**src/rtl/ahgs_pkg.sv**
```systemverilog
package ahgs_pkg;

	// ----------------------------------------------------------------
	// Register offsets
	// ----------------------------------------------------------------
	localparam logic [7:0] ADDR_GENERAL_CONTROL_REG  = 8'h00;
	localparam logic [7:0] ADDR_HALFBRIDGE_MODE_REG   = 8'h04;
	localparam logic [7:0] ADDR_MAXCUR   = 8'h08;
	localparam logic [7:0] ADDR_INITCUR  = 8'h0c;
	localparam logic [7:0] ADDR_PRETIME  = 8'h10;
	localparam logic [7:0] ADDR_PHASECUR = 8'h14;
	localparam logic [7:0] ADDR_TIMING   = 8'h18;
	localparam logic [7:0] ADDR_TARGET   = 8'h1c;
	localparam logic [7:0] ADDR_EFFDLY   = 8'h20;
	localparam logic [7:0] ADDR_CODES    = 8'h24;

	// ----------------------------------------------------------------
	// Field positions
	// ----------------------------------------------------------------
	localparam int GC_SEL_LSB   = 0;
	localparam int GC_FILT_BIT  = 2;
	localparam int GC_STEP_BIT  = 3;
	localparam int GC_POST_BIT  = 4;
	localparam int HM_EN_BIT    = 0;
	localparam int HM_AFW_BIT   = 1;
	localparam int HM_LS_BIT    = 2;
	localparam int CUR_LO_LSB   = 0;
	localparam int CUR_MID_LSB  = 8;
	localparam int CUR_HI_LSB   = 16;

	// ----------------------------------------------------------------
	// Values after reset and current codes
	// ----------------------------------------------------------------
	localparam logic [5:0] CODE_LOWEST  = 6'h00;
	localparam logic [5:0] CODE_TOP     = 6'h3f;
	localparam logic [5:0] RST_MAXCUR   = 6'h3f;
	localparam logic [5:0] RST_INITCUR  = 6'h10;
	localparam logic [7:0] RST_TIME     = 8'h04;
	localparam logic [5:0] RST_CHGCUR   = 6'h08;
	localparam logic [7:0] RST_TARGET   = 8'h10;
	localparam logic [7:0] CNT_ZERO     = 8'h00;
	localparam logic [7:0] CNT_FULL     = 8'hff;

	// ----------------------------------------------------------------
	// Gate drive modes and sequencer states
	// ----------------------------------------------------------------
	localparam logic [1:0] DRV_OFF    = 2'h0;
	localparam logic [1:0] DRV_SOURCE = 2'h1;
	localparam logic [1:0] DRV_SINK   = 2'h2;

	typedef enum logic [3:0] {
		ST_IDLE, ST_ON_CCP, ST_PRECHG, ST_CHG, ST_POSTCHG, ST_ON_HOLD,
		ST_SYMM, ST_PREDIS, ST_DIS, ST_OFF_FW, ST_OFF_HOLD
	} ahgs_state_t;

endpackage

```
**src/rtl/ahgs_gate_sequencer.sv**
```systemverilog
`timescale 1ns/1ns
// Function
// - Current codes adapt only when gate control select is 10 or 11.
// - Active freewheel: PWM rise starts freewheel cross-conduction, opposite gate sunk, PWM gate off.
// - After freewheel interval, PWM gate sourced with adaptive pre-charge code for pre-charge time.
// - Then charge current; turn-on delay measured; charge ends at high threshold crossing.
// - Post-charge raises code one step per cycle to maximum until filter time ends.
// - Pre-charge code stays between lowest step and maximum drive code.
// - Enable write of one loads pre-charge code with min(initial, maximum).
// - No filter: longer delay increases, shorter delay decreases pre-charge code.
// - Adaptation step is one code when step bit is 0, two when 1.
// - Filter on: change only when last two cycles agree, else unchanged.
// - Active freewheel: PWM fall delays turn-off by freewheel interval for symmetry.
// - After symmetrization, PWM gate sunk with adaptive pre-discharge code for its duration.
// - Then discharge current; turn-off delay measured; discharge ends when active interval expires.
// - Active interval starts after symmetrization; then opposite sourced if node below low threshold.
// - Enable write loads pre-discharge code min(initial, maximum); code always clamped.
// - Pre-discharge code follows turn-off delay error with the same filter option.
// - Without active freewheel the complementary switch is never turned on.
// - Without active freewheel the freewheel interval is skipped at both PWM edges; the active interval still ends discharge.
// - Low-side mapping swaps the switch roles and the two thresholds.
// - Measured turn-on and turn-off delays are readable by software.
module ahgs_gate_sequencer
	import ahgs_pkg::*;
(
	input  wire logic        mclk,
	input  wire logic        rstn,
	input  wire logic [7:0]  reg_addr,
	input  wire logic [31:0] reg_wdata,
	input  wire logic        reg_wr,
	input  wire logic        reg_rd,
	output logic      [31:0] reg_rdata,
	input  wire logic        pwm_input,
	input  wire logic        sh_above_high,
	input  wire logic        sh_below_low,
	output logic      [1:0]  hs_drive,
	output logic      [5:0]  hs_current,
	output logic      [1:0]  ls_drive,
	output logic      [5:0]  ls_current
);

	// ----------------------------------------------------------------
	// Configuration registers
	// ----------------------------------------------------------------
	logic [1:0]  gc_sel_r;
	logic        filt_r;
	logic        step_r;
	logic        post_dis_r;
	logic        pwm_en_r;
	logic        afw_r;
	logic        low_side_r;
	logic [5:0]  max_r;
	logic [5:0]  pre_init_r;
	logic [5:0]  pdis_init_r;
	logic [7:0]  pre_time_r;
	logic [7:0]  pdis_time_r;
	logic [5:0]  chg_cur_r;
	logic [5:0]  dis_cur_r;
	logic [5:0]  fw_cur_r;
	logic [7:0]  fw_ccp_r;
	logic [7:0]  act_ccp_r;
	logic [7:0]  filt_time_r;
	logic [7:0]  ton_tgt_r;
	logic [7:0]  toff_tgt_r;
	logic        en_load;

	assign en_load = reg_wr && (reg_addr == ADDR_HALFBRIDGE_MODE_REG) && reg_wdata[HM_EN_BIT];

	always_ff @(posedge mclk or negedge rstn) begin
		if (!rstn) begin
			gc_sel_r    <= 2'h0;
			filt_r      <= 1'b0;
			step_r      <= 1'b0;
			post_dis_r  <= 1'b0;
			pwm_en_r    <= 1'b0;
			afw_r       <= 1'b0;
			low_side_r  <= 1'b0;
			max_r       <= RST_MAXCUR;
			pre_init_r  <= RST_INITCUR;
			pdis_init_r <= RST_INITCUR;
			pre_time_r  <= RST_TIME;
			pdis_time_r <= RST_TIME;
			chg_cur_r   <= RST_CHGCUR;
			dis_cur_r   <= RST_CHGCUR;
			fw_cur_r    <= RST_CHGCUR;
			fw_ccp_r    <= RST_TIME;
			act_ccp_r   <= RST_TIME;
			filt_time_r <= RST_TIME;
			ton_tgt_r   <= RST_TARGET;
			toff_tgt_r  <= RST_TARGET;
		end else if (reg_wr) begin
			unique case (reg_addr)
				ADDR_GENERAL_CONTROL_REG: begin
					gc_sel_r   <= reg_wdata[GC_SEL_LSB +: 2];
					filt_r     <= reg_wdata[GC_FILT_BIT];
					step_r     <= reg_wdata[GC_STEP_BIT];
					post_dis_r <= reg_wdata[GC_POST_BIT];
				end
				ADDR_HALFBRIDGE_MODE_REG: begin
					pwm_en_r   <= reg_wdata[HM_EN_BIT];
					afw_r      <= reg_wdata[HM_AFW_BIT];
					low_side_r <= reg_wdata[HM_LS_BIT];
				end
				ADDR_MAXCUR: max_r <= reg_wdata[CUR_LO_LSB +: 6];
				ADDR_INITCUR: begin
					pre_init_r  <= reg_wdata[CUR_LO_LSB +: 6];
					pdis_init_r <= reg_wdata[CUR_MID_LSB +: 6];
				end
				ADDR_PRETIME: begin
					pre_time_r  <= reg_wdata[CUR_LO_LSB +: 8];
					pdis_time_r <= reg_wdata[CUR_MID_LSB +: 8];
				end
				ADDR_PHASECUR: begin
					chg_cur_r <= reg_wdata[CUR_LO_LSB +: 6];
					dis_cur_r <= reg_wdata[CUR_MID_LSB +: 6];
					fw_cur_r  <= reg_wdata[CUR_HI_LSB +: 6];
				end
				ADDR_TIMING: begin
					fw_ccp_r    <= reg_wdata[CUR_LO_LSB +: 8];
					act_ccp_r   <= reg_wdata[CUR_MID_LSB +: 8];
					filt_time_r <= reg_wdata[CUR_HI_LSB +: 8];
				end
				ADDR_TARGET: begin
					ton_tgt_r  <= reg_wdata[CUR_LO_LSB +: 8];
					toff_tgt_r <= reg_wdata[CUR_MID_LSB +: 8];
				end
				default: ;
			endcase
		end
	end

	// ----------------------------------------------------------------
	// Sequencer
	// ----------------------------------------------------------------
	ahgs_state_t st_r;
	ahgs_state_t st_nxt;
	logic [7:0]  tmr_r;
	logic [7:0]  tmr_nxt;
	logic [7:0]  ccp_r;
	logic [7:0]  meas_r;
	logic [7:0]  ton_eff_r;
	logic [7:0]  toff_eff_r;
	logic [5:0]  post_r;
	logic        pwm_d_r;
	logic        rise;
	logic        fall;
	logic        on_cross;
	logic        off_cross;
	logic        ton_evt;
	logic        toff_evt;
	logic        toff_seen_r;
	logic        adapt_on;

	assign rise      = pwm_input && !pwm_d_r;
	assign fall      = !pwm_input && pwm_d_r;
	assign on_cross  = low_side_r ? sh_below_low : sh_above_high;
	assign off_cross = low_side_r ? sh_above_high : sh_below_low;
	assign adapt_on  = gc_sel_r[1];
	assign ton_evt   = (st_r == ST_CHG) && on_cross;
	assign toff_evt  = (st_r == ST_PREDIS || st_r == ST_DIS) && !toff_seen_r && off_cross;

	always_comb begin
		st_nxt  = st_r;
		tmr_nxt = (tmr_r == CNT_ZERO) ? CNT_ZERO : tmr_r - 8'h01;
		if (!pwm_en_r) begin
			st_nxt = ST_IDLE;
		end else if (rise) begin
			if (afw_r) begin
				st_nxt  = ST_ON_CCP;
				tmr_nxt = fw_ccp_r;
			end else begin
				st_nxt  = (gc_sel_r == 2'h0) ? ST_CHG : ST_PRECHG;
				tmr_nxt = pre_time_r;
			end
		end else if (fall) begin
			if (afw_r) begin
				st_nxt  = ST_SYMM;
				tmr_nxt = fw_ccp_r;
			end else begin
				st_nxt  = (gc_sel_r == 2'h0) ? ST_DIS : ST_PREDIS;
				tmr_nxt = pdis_time_r;
			end
		end else begin
			unique case (st_r)
				ST_ON_CCP: if (tmr_r == CNT_ZERO) begin
					st_nxt  = (gc_sel_r == 2'h0) ? ST_CHG : ST_PRECHG;
					tmr_nxt = pre_time_r;
				end
				ST_PRECHG: if (tmr_r == CNT_ZERO) begin
					st_nxt = ST_CHG;
				end
				ST_CHG: if (on_cross) begin
					st_nxt  = post_dis_r ? ST_ON_HOLD : ST_POSTCHG;
					tmr_nxt = filt_time_r;
				end
				ST_POSTCHG: if (tmr_r == CNT_ZERO) begin
					st_nxt = ST_ON_HOLD;
				end
				ST_SYMM: if (tmr_r == CNT_ZERO) begin
					st_nxt  = (gc_sel_r == 2'h0) ? ST_DIS : ST_PREDIS;
					tmr_nxt = pdis_time_r;
				end
				ST_PREDIS: if (tmr_r == CNT_ZERO) begin
					st_nxt = ST_DIS;
				end
				ST_DIS: if (ccp_r == CNT_ZERO) begin
					st_nxt  = (afw_r && off_cross) ? ST_OFF_FW : ST_OFF_HOLD;
					tmr_nxt = filt_time_r;
				end
				ST_OFF_FW: if (tmr_r == CNT_ZERO) begin
					st_nxt = ST_OFF_HOLD;
				end
				default: ;
			endcase
		end
	end

	always_ff @(posedge mclk or negedge rstn) begin
		if (!rstn) begin
			st_r    <= ST_IDLE;
			tmr_r   <= CNT_ZERO;
			pwm_d_r <= 1'b0;
		end else begin
			st_r    <= st_nxt;
			tmr_r   <= tmr_nxt;
			pwm_d_r <= pwm_input;
		end
	end

	// Active interval runs alongside pre-discharge and discharge.
	always_ff @(posedge mclk or negedge rstn) begin
		if (!rstn) begin
			ccp_r <= CNT_ZERO;
		end else if ((st_nxt == ST_PREDIS || st_nxt == ST_DIS) && !(st_r == ST_PREDIS || st_r == ST_DIS)) begin
			ccp_r <= act_ccp_r;
		end else if (ccp_r != CNT_ZERO) begin
			ccp_r <= ccp_r - 8'h01;
		end
	end

	// Delays count from the end of the symmetric hold or freewheel interval.
	always_ff @(posedge mclk or negedge rstn) begin
		if (!rstn) begin
			meas_r      <= CNT_ZERO;
			ton_eff_r   <= CNT_ZERO;
			toff_eff_r  <= CNT_ZERO;
			toff_seen_r <= 1'b0;
		end else begin
			if ((st_nxt == ST_PRECHG || st_nxt == ST_CHG || st_nxt == ST_PREDIS || st_nxt == ST_DIS)
			    && st_nxt != st_r && !(st_r == ST_PRECHG || st_r == ST_PREDIS)) begin
				meas_r      <= CNT_ZERO;
				toff_seen_r <= 1'b0;
			end else if (meas_r != CNT_FULL) begin
				meas_r <= meas_r + 8'h01;
			end
			if (ton_evt) begin
				ton_eff_r <= meas_r;
			end
			if (toff_evt) begin
				toff_eff_r  <= meas_r;
				toff_seen_r <= 1'b1;
			end
		end
	end

	// ----------------------------------------------------------------
	// Adaptation of pre-charge and pre-discharge codes
	// ----------------------------------------------------------------
	logic [5:0] pre_r;
	logic [5:0] pdis_r;
	logic       ton_long_r;
	logic       ton_short_r;
	logic       toff_long_r;
	logic       toff_short_r;

	function automatic logic [5:0] adapt(input logic [5:0] code, input logic lng, input logic sht,
	                                     input logic plng, input logic psht, input logic [5:0] top);
		logic [6:0] sum;
		logic [5:0] res;
		logic       up;
		logic       dn;
		up  = lng && (!filt_r || plng);
		dn  = sht && (!filt_r || psht);
		res = code;
		if (up) begin
			sum = {1'b0, code} + (step_r ? 7'h02 : 7'h01);
			res = (sum > {1'b0, top}) ? top : sum[5:0];
		end else if (dn) begin
			res = (code > (step_r ? 6'h01 : 6'h00)) ? code - (step_r ? 6'h02 : 6'h01) : CODE_LOWEST;
		end
		return (res > top) ? top : res;
	endfunction

	always_ff @(posedge mclk or negedge rstn) begin
		if (!rstn) begin
			pre_r        <= CODE_LOWEST;
			pdis_r       <= CODE_LOWEST;
			ton_long_r   <= 1'b0;
			ton_short_r  <= 1'b0;
			toff_long_r  <= 1'b0;
			toff_short_r <= 1'b0;
		end else if (en_load) begin
			pre_r  <= (pre_init_r < max_r) ? pre_init_r : max_r;
			pdis_r <= (pdis_init_r < max_r) ? pdis_init_r : max_r;
		end else begin
			if (ton_evt && adapt_on) begin
				pre_r       <= adapt(pre_r, meas_r > ton_tgt_r, meas_r < ton_tgt_r, ton_long_r, ton_short_r, max_r);
				ton_long_r  <= meas_r > ton_tgt_r;
				ton_short_r <= meas_r < ton_tgt_r;
			end else if (pre_r > max_r) begin
				pre_r <= max_r;
			end
			if (toff_evt && adapt_on) begin
				pdis_r       <= adapt(pdis_r, meas_r > toff_tgt_r, meas_r < toff_tgt_r, toff_long_r,
				                      toff_short_r, max_r);
				toff_long_r  <= meas_r > toff_tgt_r;
				toff_short_r <= meas_r < toff_tgt_r;
			end else if (pdis_r > max_r) begin
				pdis_r <= max_r;
			end
		end
	end

	always_ff @(posedge mclk or negedge rstn) begin
		if (!rstn) begin
			post_r <= CODE_LOWEST;
		end else if (st_r != ST_POSTCHG) begin
			post_r <= chg_cur_r;
		end else if (post_r < max_r) begin
			post_r <= post_r + 6'h01;
		end
	end

	// ----------------------------------------------------------------
	// Gate outputs
	// ----------------------------------------------------------------
	logic [1:0] pwm_drv;
	logic [5:0] pwm_cur;
	logic [1:0] opp_drv;
	logic [5:0] opp_cur;

	always_comb begin
		pwm_drv = DRV_OFF;
		pwm_cur = CODE_LOWEST;
		opp_drv = DRV_OFF;
		opp_cur = CODE_LOWEST;
		unique case (st_r)
			ST_IDLE, ST_OFF_HOLD: pwm_drv = DRV_OFF;
			ST_ON_CCP: begin
				opp_drv = DRV_SINK;
				opp_cur = fw_cur_r;
			end
			ST_PRECHG: begin
				pwm_drv = DRV_SOURCE;
				pwm_cur = adapt_on ? pre_r : pre_init_r;
			end
			ST_CHG: begin
				pwm_drv = DRV_SOURCE;
				pwm_cur = chg_cur_r;
			end
			ST_POSTCHG: begin
				pwm_drv = DRV_SOURCE;
				pwm_cur = post_r;
			end
			ST_ON_HOLD, ST_SYMM: begin
				pwm_drv = DRV_SOURCE;
				pwm_cur = max_r;
			end
			ST_PREDIS: begin
				pwm_drv = DRV_SINK;
				pwm_cur = adapt_on ? pdis_r : pdis_init_r;
			end
			ST_DIS: begin
				pwm_drv = DRV_SINK;
				pwm_cur = dis_cur_r;
			end
			ST_OFF_FW: begin
				opp_drv = DRV_SOURCE;
				opp_cur = fw_cur_r;
			end
			default: ;
		endcase
		if (!afw_r) begin
			opp_drv = DRV_OFF;
			opp_cur = CODE_LOWEST;
		end
	end

	always_ff @(posedge mclk or negedge rstn) begin
		if (!rstn) begin
			hs_drive   <= DRV_OFF;
			hs_current <= CODE_LOWEST;
			ls_drive   <= DRV_OFF;
			ls_current <= CODE_LOWEST;
		end else begin
			hs_drive   <= low_side_r ? opp_drv : pwm_drv;
			hs_current <= low_side_r ? opp_cur : pwm_cur;
			ls_drive   <= low_side_r ? pwm_drv : opp_drv;
			ls_current <= low_side_r ? pwm_cur : opp_cur;
		end
	end

	// ----------------------------------------------------------------
	// Register read port
	// ----------------------------------------------------------------
	always_ff @(posedge mclk or negedge rstn) begin
		if (!rstn) begin
			reg_rdata <= 32'h0;
		end else if (reg_rd) begin
			unique case (reg_addr)
				ADDR_GENERAL_CONTROL_REG:  reg_rdata <= {27'h0, post_dis_r, step_r, filt_r, gc_sel_r};
				ADDR_HALFBRIDGE_MODE_REG:   reg_rdata <= {29'h0, low_side_r, afw_r, pwm_en_r};
				ADDR_MAXCUR:   reg_rdata <= {26'h0, max_r};
				ADDR_INITCUR:  reg_rdata <= {18'h0, pdis_init_r, 2'h0, pre_init_r};
				ADDR_PRETIME:  reg_rdata <= {16'h0, pdis_time_r, pre_time_r};
				ADDR_PHASECUR: reg_rdata <= {10'h0, fw_cur_r, 2'h0, dis_cur_r, 2'h0, chg_cur_r};
				ADDR_TIMING:   reg_rdata <= {8'h0, filt_time_r, act_ccp_r, fw_ccp_r};
				ADDR_TARGET:   reg_rdata <= {16'h0, toff_tgt_r, ton_tgt_r};
				ADDR_EFFDLY:   reg_rdata <= {16'h0, toff_eff_r, ton_eff_r};
				ADDR_CODES:    reg_rdata <= {18'h0, pdis_r, 2'h0, pre_r};
				default:       reg_rdata <= 32'h0;
			endcase
		end else begin
			reg_rdata <= 32'h0;
		end
	end

	// ----------------------------------------------------------------
	// Assertions
	// ----------------------------------------------------------------
	a_afw_off_opp: assert property (@(posedge mclk) disable iff (!rstn)
		!afw_r |=> (low_side_r ? hs_drive : ls_drive) == DRV_OFF)
		else $error("complementary gate driven without active freewheel");

	a_rise_to_ccp: assert property (@(posedge mclk) disable iff (!rstn)
		(pwm_en_r && rise && afw_r) |=> st_r == ST_ON_CCP ##1 (!afw_r || (low_side_r ? hs_drive : ls_drive) == DRV_SINK))
		else $error("rising edge did not start freewheel interval");

	a_rise_no_ccp: assert property (@(posedge mclk) disable iff (!rstn)
		(pwm_en_r && rise && !afw_r) |=> st_r != ST_ON_CCP)
		else $error("cross-conduction interval entered without active freewheel");

	a_fall_symm: assert property (@(posedge mclk) disable iff (!rstn)
		(pwm_en_r && fall && afw_r) |=> st_r == ST_SYMM ##1 (low_side_r ? ls_drive : hs_drive) == DRV_SOURCE)
		else $error("turn-off not held for symmetrization");

	a_post_step: assert property (@(posedge mclk) disable iff (!rstn)
		(st_r == ST_POSTCHG && $past(st_r) == ST_POSTCHG && $stable(max_r))
		|-> post_r == (($past(post_r) < max_r) ? $past(post_r) + 6'h01 : $past(post_r)))
		else $error("post-charge step wrong");

	a_load_init: assert property (@(posedge mclk) disable iff (!rstn)
		en_load |=> pre_r == (($past(pre_init_r) < $past(max_r)) ? $past(pre_init_r) : $past(max_r)))
		else $error("pre-charge code not loaded on enable");

	a_pre_clamp: assert property (@(posedge mclk) disable iff (!rstn)
		$stable(max_r) |-> (pre_r <= max_r && pdis_r <= max_r))
		else $error("current code above maximum");

	a_agc_freeze: assert property (@(posedge mclk) disable iff (!rstn)
		(!adapt_on && !en_load && pre_r <= max_r) |=> $stable(pre_r))
		else $error("code adapted while adaptation off");

	a_step_size: assert property (@(posedge mclk) disable iff (!rstn)
		(ton_evt && adapt_on && !en_load && !filt_r && meas_r > ton_tgt_r && step_r
		 && {1'b0, pre_r} + 7'h02 <= {1'b0, max_r})
		|=> pre_r == $past(pre_r) + 6'h02)
		else $error("two-step adaptation wrong");

	a_filt_hold: assert property (@(posedge mclk) disable iff (!rstn)
		(ton_evt && adapt_on && !en_load && filt_r && !(meas_r > ton_tgt_r && ton_long_r)
		 && !(meas_r < ton_tgt_r && ton_short_r) && pre_r <= max_r)
		|=> $stable(pre_r))
		else $error("filtered code changed without agreement");

	a_eff_read: assert property (@(posedge mclk) disable iff (!rstn)
		(reg_rd && reg_addr == ADDR_EFFDLY) |=> reg_rdata == {16'h0, $past(toff_eff_r), $past(ton_eff_r)})
		else $error("effective delay readout wrong");

endmodule

```
**config.mk**
```make
export PLATFORM = sky130hd
export DESIGN_NAME = ahgs_gate_sequencer
export DESIGN_NICKNAME = d
export VERILOG_FILES = /design/src/rtl/ahgs_pkg.sv /design/src/rtl/ahgs_gate_sequencer.sv
export SDC_FILE = /design/constraint.sdc
export NUM_CORES = 1
export LEC_CHECK = 0
export BUFFER_PORTS_ARGS = -buffer_cell sky130_fd_sc_hd__buf_4
export CORE_ASPECT_RATIO = 0.6
export CORE_MARGIN = 2
export CORE_UTILIZATION = 25
export DETAILED_ROUTE_END_ITERATION = 6
export SLEW_MARGIN = 20
export SYNTH_ARGS = -nofsm -noshare
export SYNTH_HDL_FRONTEND = slang
export SYNTH_SLANG_ARGS = --single-unit
export TNS_END_PERCENT = 5
```
**constraint.sdc**
```tcl
create_clock -name mclk -period 8 [get_ports mclk]
set_input_delay 1.6 -clock mclk [delete_from_list [all_inputs] [get_ports mclk]]
set_output_delay 1.6 -clock mclk [all_outputs]
set_load 0.1 [all_outputs]
```
Word-level counts from Yosys, hierarchy flattened
Cells that the tools add are included.
{ "classes": {"add_sub_neg": 8, "magnitude_cmp": 15, "n_eq_ne": 25, "mux": 78, "bitwise_logic": 1, "reduce_logical": 58} }
{ "ops": {"columns": ["cell", "n"], "rows": [
  ["one-hot mux 24 bit (10 select lines)", 1],
  ["two-way mux 6 bit", 30],
  ["two-way mux 8 bit", 14],
  ["two-way mux 4 bit", 13],
  ["one-hot mux 6 bit (6 select lines)", 1],
  ["== test 8 x 5 -> 1 bit (second input constant)", 4],
  ["two-way mux 32 bit", 1],
  ["one-hot mux 4 bit (8 select lines)", 1],
  ["one-hot mux 8 bit (4 select lines)", 1],
  ["greater-than comparator 6 bit", 5],
  ["logical NOT 8 bit", 3],
  ["== test 4 x 3 -> 1 bit (second input constant)", 5],
  ["AND reduction 2 bit", 10],
  ["< comparator 6 bit", 3],
  ["logical AND 1 bit", 17],
  ["== test 4 x 2 -> 1 bit (second input constant)", 4],
  ["== test 8 x 4 -> 1 bit (second input constant)", 2],
  ["== test 8 x 6 -> 1 bit (second input constant)", 2],
  ["greater-than comparator 8 bit", 2],
  ["< comparator 8 bit", 2],
  ["subtractor 8 x 1 -> 8 bit (second input constant)", 2],
  ["greater-than comparator 7 x 6 -> 1 bit", 2],
  ["two-way mux 2 bit", 7],
  ["== test 4 bit (second input constant)", 3],
  ["23 further kinds", 50]
]} }
{ "totals": {"register_bits": 216, "word_cells": 225} }

Logic depth before layout (Yosys ltp)
Gate-level depths: netlist of the first run.
{ "logic_depth": {"depth_word": 16, "depth_mapped": 22} }

Worst setup path after synthesis of the first run
OpenSTA, ideal clock, no wires.
{ "synth_timing": {"path_kind": "register -> register", "startpoint": "register step_r", "endpoint": "register pre_r[5]", "setup_ps": 83, "arrival_ps": 4904, "setup_slack_ps": 3013, "stages_incl_launch_ff": 22, "path_buffers": 0, "period_less_slack_ps": 4987, "path_cell_list": "dfrtp_1 -> inv_1 -> ha_1 -> fa_1 -> and3_1 -> xor2_1 -> ha_1 -> a21o_1 -> a21oi_1 -> a21oi_1 -> a31oi_1 -> mux2i_1 -> mux2i_1 -> ha_1 -> a21o_1 -> a21oi_1 -> a21boi_0 -> o21ai_0 -> nand2_1 -> and3_1 -> or3_1 -> o21ai_0"} }
{ "synth_via": {"elab_chain_len": 11, "elab_cells_between_ends": 17} }
{ "synth_lines": {"columns": ["element", "line", "text"], "rows": [
  ["start, declared", "ahgs_gate_sequencer.sv:47", "logic step_r;"],
  ["start signal, assigned", "ahgs_gate_sequencer.sv:96", "step_r <= reg_wdata[GC_STEP_BIT];"],
  ["two-way mux 2 bit or two-way mux 1 bit (tied branches)", "ahgs_gate_sequencer.sv:286, ahgs_gate_sequencer.sv:289", null],
  ["adder 6 x 7 -> 7 bit (tied with other cells)", "ahgs_gate_sequencer.sv:286", "sum = {1'b0, code} + (step_r ? 7'h02 : 7'h01);"],
  ["greater-than comparator 7 x 6 -> 1 bit or two-way mux 6 bit (tied branches)", "ahgs_gate_sequencer.sv:287, ahgs_gate_sequencer.sv:289", null],
  ["two-way mux 6 bit, on equally long branches", "ahgs_gate_sequencer.sv:287, ahgs_gate_sequencer.sv:288", null],
  ["two-way mux 6 bit (*)", "ahgs_gate_sequencer.sv:285", "if (up) begin"],
  ["two-way mux 6 bit (*)", "ahgs_gate_sequencer.sv:306", "if (ton_evt && adapt_on) begin"],
  ["two-way mux 6 bit (*)", "ahgs_gate_sequencer.sv:302", "end else if (en_load) begin"],
  ["greater-than comparator 6 bit", "ahgs_gate_sequencer.sv:291", "return (res > top) ? top : res;"],
  ["two-way mux 6 bit (*)", "ahgs_gate_sequencer.sv:291", null],
  ["two-way mux 6 bit (*)", "ahgs_gate_sequencer.sv:306", null],
  ["two-way mux 6 bit (*)", "ahgs_gate_sequencer.sv:302", null],
  ["end signal, assigned", "ahgs_gate_sequencer.sv:303", "pre_r <= (pre_init_r < max_r) ? pre_init_r : max_r;"],
  ["end signal, assigned", "ahgs_gate_sequencer.sv:307", "pre_r <= adapt(pre_r, meas_r > ton_tgt_r, meas_r < ton_tgt_r, ton_long_r, ton_short_r, max_r);"],
  ["end signal, assigned", "ahgs_gate_sequencer.sv:311", "pre_r <= max_r;"],
  ["end, declared", "ahgs_gate_sequencer.sv:269", "logic [5:0] pre_r;"]
]} }
Every way passes the cells marked *; elsewhere a longest branch is shown, timed or not. The select of a mux whose other input is x is not followed.
A chain may end at the register's enable or synchronous reset.

Worst setup path after layout of the first run
{ "layout_timing": {"startpoint": "register step_r", "endpoint": "register pre_r[4]"} }
The elaborated chain is that of the path after synthesis.

==> flow_summary.ini, run 1 <==
[finish]
max_flop_register = reg_rdata
largest_register_ffs = 24
nets = 1529
fin_cells = 2115
area_delta_synth_final_pct = 14.5
fillers = 5473
seqCellArea_um2 = 5230
multi_input_area_um2 = 7740
post_route_cells_drive_above_1_share_pct = 21.7

[routing]
viasPerCell = 5.40
firstDrtPassIters = 7
drtAntennaViolNets = 0
drc = 14
met1Wirelength_um = 23000
wl_met3_um = 5610
route.met2.wl_um = 17900
top_layer = met4
wire_per_inst_um = 22.4
wl_um = 47300
drt_iter0_drc = 1365
vias = 11400

[floorplan]
num_rows = 65
fp.dieW_um = 304
start_util_pct = 25.5
chipHeight_um = 184
ios = 95
dieArea_um2 = 55900
core_um2 = 52900

[setup_path]
cp_max_fo = 11
critPathKind = reg2reg
critPathSlowestCell = dfrtp_1
start_kind = flip-flop
worstSetupEndpointType = flip-flop
cp.required_ns = 8.38
max_stage_delay_ns = 0.77
crit_top_cell = a21oi_1
arrival_ns = 6.43
worstPathCellList = inv_1, ha_1, fa_1, and3_1, xor2_1, ha_1, a21o_1, a21oi_1, a21oi_1, a31oi_1, mux2i_1, a21oi_1, ha_1, and3_1, nand4_1, nand2_1, a21oi_1, a2111oi_0, and2_1, o2bb2ai_1, o31ai_1

[global_routing]
track_usage_pct = 16.6
grt_pass1_wl_um = 70400
first_global_vias = 10800
grt_max_degree = 158
overflow = 0
antenna_found_initial = 1

[status]
failed_checks = DRC
outcome = finished with violations

[clock_tree]
cts_setup_buffers = 0
cts_root_buf = clkbuf_16
cts_sinks = 208
cts_tree = built
cts_max_level = 1
postCtsHoldBufs = 0
clk_latency_ns = 0.54
numCtsBuffers = 21
ctsResizeCount = 0
clockBufferDepth = 3
clkTransAtPathRegs_ns = 0.07

[sta]
clock.fmax_ghz = 0.165
fin_tns_setup_ns = 0
slew_viol_final = 0
finalSetupViolCount = 0
finalCritPeriodShare_pct = 75.6
hold_viol = 0
max_slew_margin_pct = 22.6
rsz0062_at_grt = no
finalCriticalPeriod_ns = 6.05
max_slew.worst_pin.slew_ns = 1.16
skew_ns = 0.0220

[placed_design]
place_inst = 2076
gp_congestion = 0.932
io_buffer_count = 78
dp_hpwl_um = 35700

[synth]
seq_area_frac_synth_pct = 38.8
synth_seq_cells = 208
yosys_most_used_dff = dfrtp_1
synth_edf_count = 0
ys_warn_count = 0
synth_cell_type_count = 85
syn_area_um2 = 13500
synthCells = 1349
avgSynthCellArea_um2 = 10.0
synthArstFlopShare_pct = 100

[job]
max_cap_violations = 0

[min_path]
hold_path_class = reg2reg

[power_and_ir_drop]
peakVddDrop_mv = 0.107
leakagePower_nw = 6.77
powerDensity_nw_per_um2 = 256
layout make-up:
class / count / area share [%]
repair buffers: 98 / 4.89
multi-input cells: 1016 / 50.1
well taps: 703 / 5.70
clock buffers: 26 / 3.59
diodes: 1 / 0.0162
inverters: 51 / 1.24
clock inverters: 12 / 0.608
flip-flops and latches: 208 / 33.9
power breakdown:
| part | internal, mW | switching (mW) |
|---|---|---|
| Clock | 0.528 | 0.453 |
| Sequential | 1.17 | 0.256 |
| Combinational | 0.688 | 0.863 |
| Total | 2.38 | 1.57 |
worst max-delay path: cells and delay by family (launching register included):
family,cells,cell delay (ns)
AO/OA/AOI/OAI,9,2.02
adder cells (fa/ha/maj),4,1.34
flip-flops,1,0.77
multiplexers,1,0.34
XOR/XNOR,1,0.16
AND/OR/NAND/NOR,5,0.88
buffers and inverters,1,0.36
path summary, 6_finish.rpt:
| path | slack [ns] | startpoint | depth (start not counted) | end |
|---|---|---|---|---|
| worst max register to register | 1.95 | step_r | 21 | pre_r[4] |
| worst min register to register | 0.49 | toff_short_r | 2 | toff_short_r |
| worst min-delay path | 0.49 | toff_short_r | 2 | toff_short_r |
| worst max-delay path | 1.95 | step_r | 21 | pre_r[4] |
| max in group asynchronous | 5.75 | rstn | 2 | meas_r[4] |
| min in group asynchronous | 0.97 | rstn | 1 | hs_current[4] |
cells in the mapped netlist, types with 13 or more instances:
cell | number | area share, %
a21o_1 | 18 | 1.0
a21oi_1 | 55 | 2.0
a222oi_1 | 20 | 1.5
a22oi_1 | 33 | 1.8
a31oi_1 | 23 | 1.1
and2_1 | 17 | 0.79
and3_1 | 13 | 0.60
clkbuf_1 | 61 | 1.7
dfrtp_1 | 190 | 35
dfstp_2 | 18 | 3.5
ha_1 | 82 | 7.6
inv_1 | 51 | 1.4
mux2_2 | 126 | 11
mux2i_1 | 61 | 4.5
nand2_1 | 90 | 2.5
nand2b_1 | 26 | 1.2
nand3_1 | 46 | 1.7
nor2_1 | 90 | 2.5
nor2b_1 | 21 | 0.97
nor3_1 | 21 | 0.78
o21a_1 | 16 | 0.89
o21ai_0 | 48 | 1.8
xnor2_1 | 16 | 1.0
layer usage:
layer / global-route usage [%] / vias to the layer above
met4: 3.34 / 0
met3: 5.51 / 48
met1: 25.7 / 5738
met2: 21.6 / 551
li1: - / 5092
met5: 0 / -
layout by cell type, fill, tap and decap left out, types with 17 or more instances in the layout:
cell | Yosys | routed
nand2b_1 | 26 | 26
clkbuf_16 | 0 | 21
nor2_1 | 90 | 90
a21oi_1 | 55 | 55
mux2_2 | 126 | 126
buf_4 | 12 | 96
a222oi_1 | 20 | 20
nor3_1 | 21 | 20
mux2i_1 | 61 | 61
dfrtp_1 | 190 | 190
a22oi_1 | 33 | 33
nor2b_1 | 21 | 21
and2_1 | 17 | 17
nand3_1 | 46 | 46
a21o_1 | 18 | 18
ha_1 | 82 | 82
dfstp_2 | 18 | 18
a31oi_1 | 23 | 23
nand2_1 | 90 | 90
o21ai_0 | 48 | 48
inv_1 | 51 | 51
cells by family (layout without fill, tap and decap cells):
logic type / Yosys count / after routing / synth area share [%]
AO/OA/AOI/OAI: 321 / 321 / 17.1
XOR/XNOR: 22 / 22 / 1.43
adder cells (fa/ha/maj): 86 / 86 / 8.20
buffers and inverters: 132 / 187 / 4.11
flip-flops: 208 / 208 / 38.8
multiplexers: 191 / 191 / 15.5
other: 1 / 9 / 0.0278
AND/OR/NAND/NOR: 388 / 388 / 14.9
through the flow:
| stage | instance area (um2) | utilization [%] | hold WS (ns) | total power, mW | setup slack, ns |
|---|---|---|---|---|---|
| after floorplan | 13500 | - | 0.441 | 2.50 | 3.01 |
| after global placement | 14800 | 27.9 | 0.460 | 2.87 | 2.24 |
| after detailed placement | 14800 | 27.9 | 0.466 | 2.94 | 2.07 |
| after CTS | 15400 | 29.2 | 0.483 | 3.93 | 2.06 |
| after global routing | 15400 | 29.2 | 0.523 | 4.20 | 1.44 |
| final | 15400 | 29.2 | 0.486 | 3.96 | 1.95 |
Power figures use the tool's default switching activity.
==> run 2, diff against run 1 <==
Clock period 8 ns to 5.8 ns, I/O delays scaled along.
==> run 2 against run 1 <==
The flow still finishes with violations (DRC). Critical path depth is 2 lower. Register-to-register slack worse by 1.2 ns. Routed wire length is 0.77% higher. Non-clock buffer count is 8 higher. Combinational power is 42% higher. Clock skew is 0.0061 ns higher. Highest routed layer unchanged. Power is 43% higher. Worst hold slack worse by 0.0060 ns. Clock power is 55% higher. Largest power group unchanged. Final area is 1.0% higher. Global-route usage is 0.23 points higher. Via count hardly changed.
==> flow_summary.ini, run 2 (synthesis gave the netlist of run 1 again) <==
[setup_path]
cp_top_family = compound AO/OA/AOI/OAI gates
crit_top_cell = a21oi_1
ff2ff_path_depth = 19
start_kind = flip-flop
cp.required_ns = 6.19
cp_max_fo = 5
reg2reg_from = ton_tgt_r[4]
crit_start = ton_tgt_r[4]
arrival_ns = 5.41
worstSetupEndpointType = flip-flop
worstPathCellList = inv_1, ha_1, a21o_1, a21o_1, a21oi_1, a21boi_0, and4_1, mux2_2, nor2_1, a21oi_1, ha_1, and3_1, nand4_1, nand2_1, a21oi_1, a2111oi_0, and2_1, o2bb2ai_1, o31ai_1
crit_cells = 19
critPathSlowestCell = a21oi_1
critPathKind = reg2reg
max_stage_delay_ns = 0.59
path_buf_inv = 1

[clock_tree]
ctsResizeCount = 0
numCtsBuffers = 21
clk_latency_ns = 0.54
cts_max_level = 1
cts_root_buf = clkbuf_16
postCtsHoldBufs = 0
cts_setup_buffers = 0
cts_tree = built
clockBufferDepth = 3
clkTransAtPathRegs_ns = 0.07
cts_sinks = 208

[finish]
fin_cells = 2122
final_cell_mix = dfrtp_1, mux2_2, buf_4, nand2_1, nor2_1
max_flop_register = reg_rdata
nets = 1537
post_route_cells_drive_above_1_share_pct = 22.3
final_common_cell = dfrtp_1
diodes = 0
final_util_pct = 29.5
area_delta_synth_final_pct = 15.6
largest_register_ffs = 24

[floorplan]
start_util_pct = 25.5
core_um2 = 52900
dieArea_um2 = 55900
chipHeight_um = 184
ios = 95
num_rows = 65
fp.dieW_um = 304

[status]
failed_checks = DRC
outcome = finished with violations

[routing]
firstDrtPassIters = 7
vias = 11400
drc = 6
wire_per_inst_um = 22.5
viasPerCell = 5.38
drtAntennaViolNets = 0
drt_iter0_drc = 1402
wl_um = 47700

[power_and_ir_drop]
powerDensity_nw_per_um2 = 362
peakVddDrop_mv = 0.171
leakagePower_nw = 6.85

[placed_design]
gp_congestion = 0.951
dp_hpwl_um = 35700
pre_cts_slack_ns = 0.891
place_inst = 2084
io_buffer_count = 78

[min_path]
hold_depth = 1
min_from = toff_long_r
hold_path_class = reg2reg

[sta]
max_slew_margin_pct = 21.8
rsz0062_at_grt = no
finalWorstSetupSlack_ns = 0.787
clock.fmax_ghz = 0.199
max_slew.worst_pin.slew_ns = 1.17
finalCriticalPeriod_ns = 5.01
fin_worst_hold_slack_ns = 0.480
skew_ns = 0.0281
finalSetupViolCount = 0
fin_tns_setup_ns = 0
hold_viol = 0
finalCritPeriodShare_pct = 86.4
slew_viol_final = 0

[global_routing]
first_global_vias = 10800
grt_pass1_wl_um = 71500
grt_max_degree = 108
antenna_found_initial = 0
overflow = 0
track_usage_pct = 16.8

[job]
max_cap_violations = 0
run 2: cell types whose count changed in the layout (fill, tap and decap cells not counted):
| cell | delta |
|---|---|
| buf_4 | +8 |
| clkinv_2 | -4 |
| bufinv_16 | +3 |
| clkbuf_1 | -3 |
| clkinv_4 | +2 |
| clkbuf_8 | +1 |
| diode_2 | -1 |
| inv_6 | +1 |
run 2: worst paths after layout:
kind | end | slack, ns
min in group asynchronous | chg_cur_r[4] | 0.67
worst max-delay path | pre_r[4] | 0.79
worst max register to register | pre_r[4] | 0.79
worst min-delay path | toff_long_r | 0.48
max in group asynchronous | meas_r[0] | 4.01
worst min register to register | toff_long_r | 0.48
run 2: where the power goes:
group          total, mW  internal (mW)  switching [mW]  leakage, nW
sequential          1.93           1.61           0.323         2.74
clock               1.52          0.877           0.644        0.364
combinational       2.20          0.982            1.22         3.74
total               5.65           3.47            2.18         6.85
run 2: worst register-to-register path, stage by stage, from the launching register on:
cell	delay (ns)
dfstp_2	0.56
inv_1	0.10
ha_1	0.21
a21o_1	0.17
a21o_1	0.16
a21oi_1	0.59
a21boi_0	0.51
and4_1	0.27
mux2_2	0.38
nor2_1	0.10
a21oi_1	0.05
ha_1	0.29
and3_1	0.18
nand4_1	0.15
nand2_1	0.10
a21oi_1	0.04
a2111oi_0	0.58
and2_1	0.23
o2bb2ai_1	0.12
o31ai_1	0.08
run 2: through the flow:
step | total power [mW] | instance area [um2]
finish | 5.65 | 15600
global route | 6.01 | 15600
CTS | 5.63 | 15600
detailed placement | 4.09 | 14900
global placement | 4.02 | 14900
floorplan | 3.45 | 13500
run 2: cell type report:
cell class              count  area [um2]
inverters                  51         191
multi-input cells        1016        7740
clock inverters            14         190
repair buffers            106         816
flip-flops and latches    208        5230
fillers                  5446       37300
well taps                 703         880
clock buffers              24         557
run 2: routing by layer:
metal / GRT usage (%) / share of wire (%) / up-vias
li1: - / - / 5110
met4: 2.85 / 1.7 / 0
met1: 25.8 / 48 / 5658
met2: 21.7 / 38 / 589
met3: 6.67 / 13 / 61
met5: 0 / 0 / -
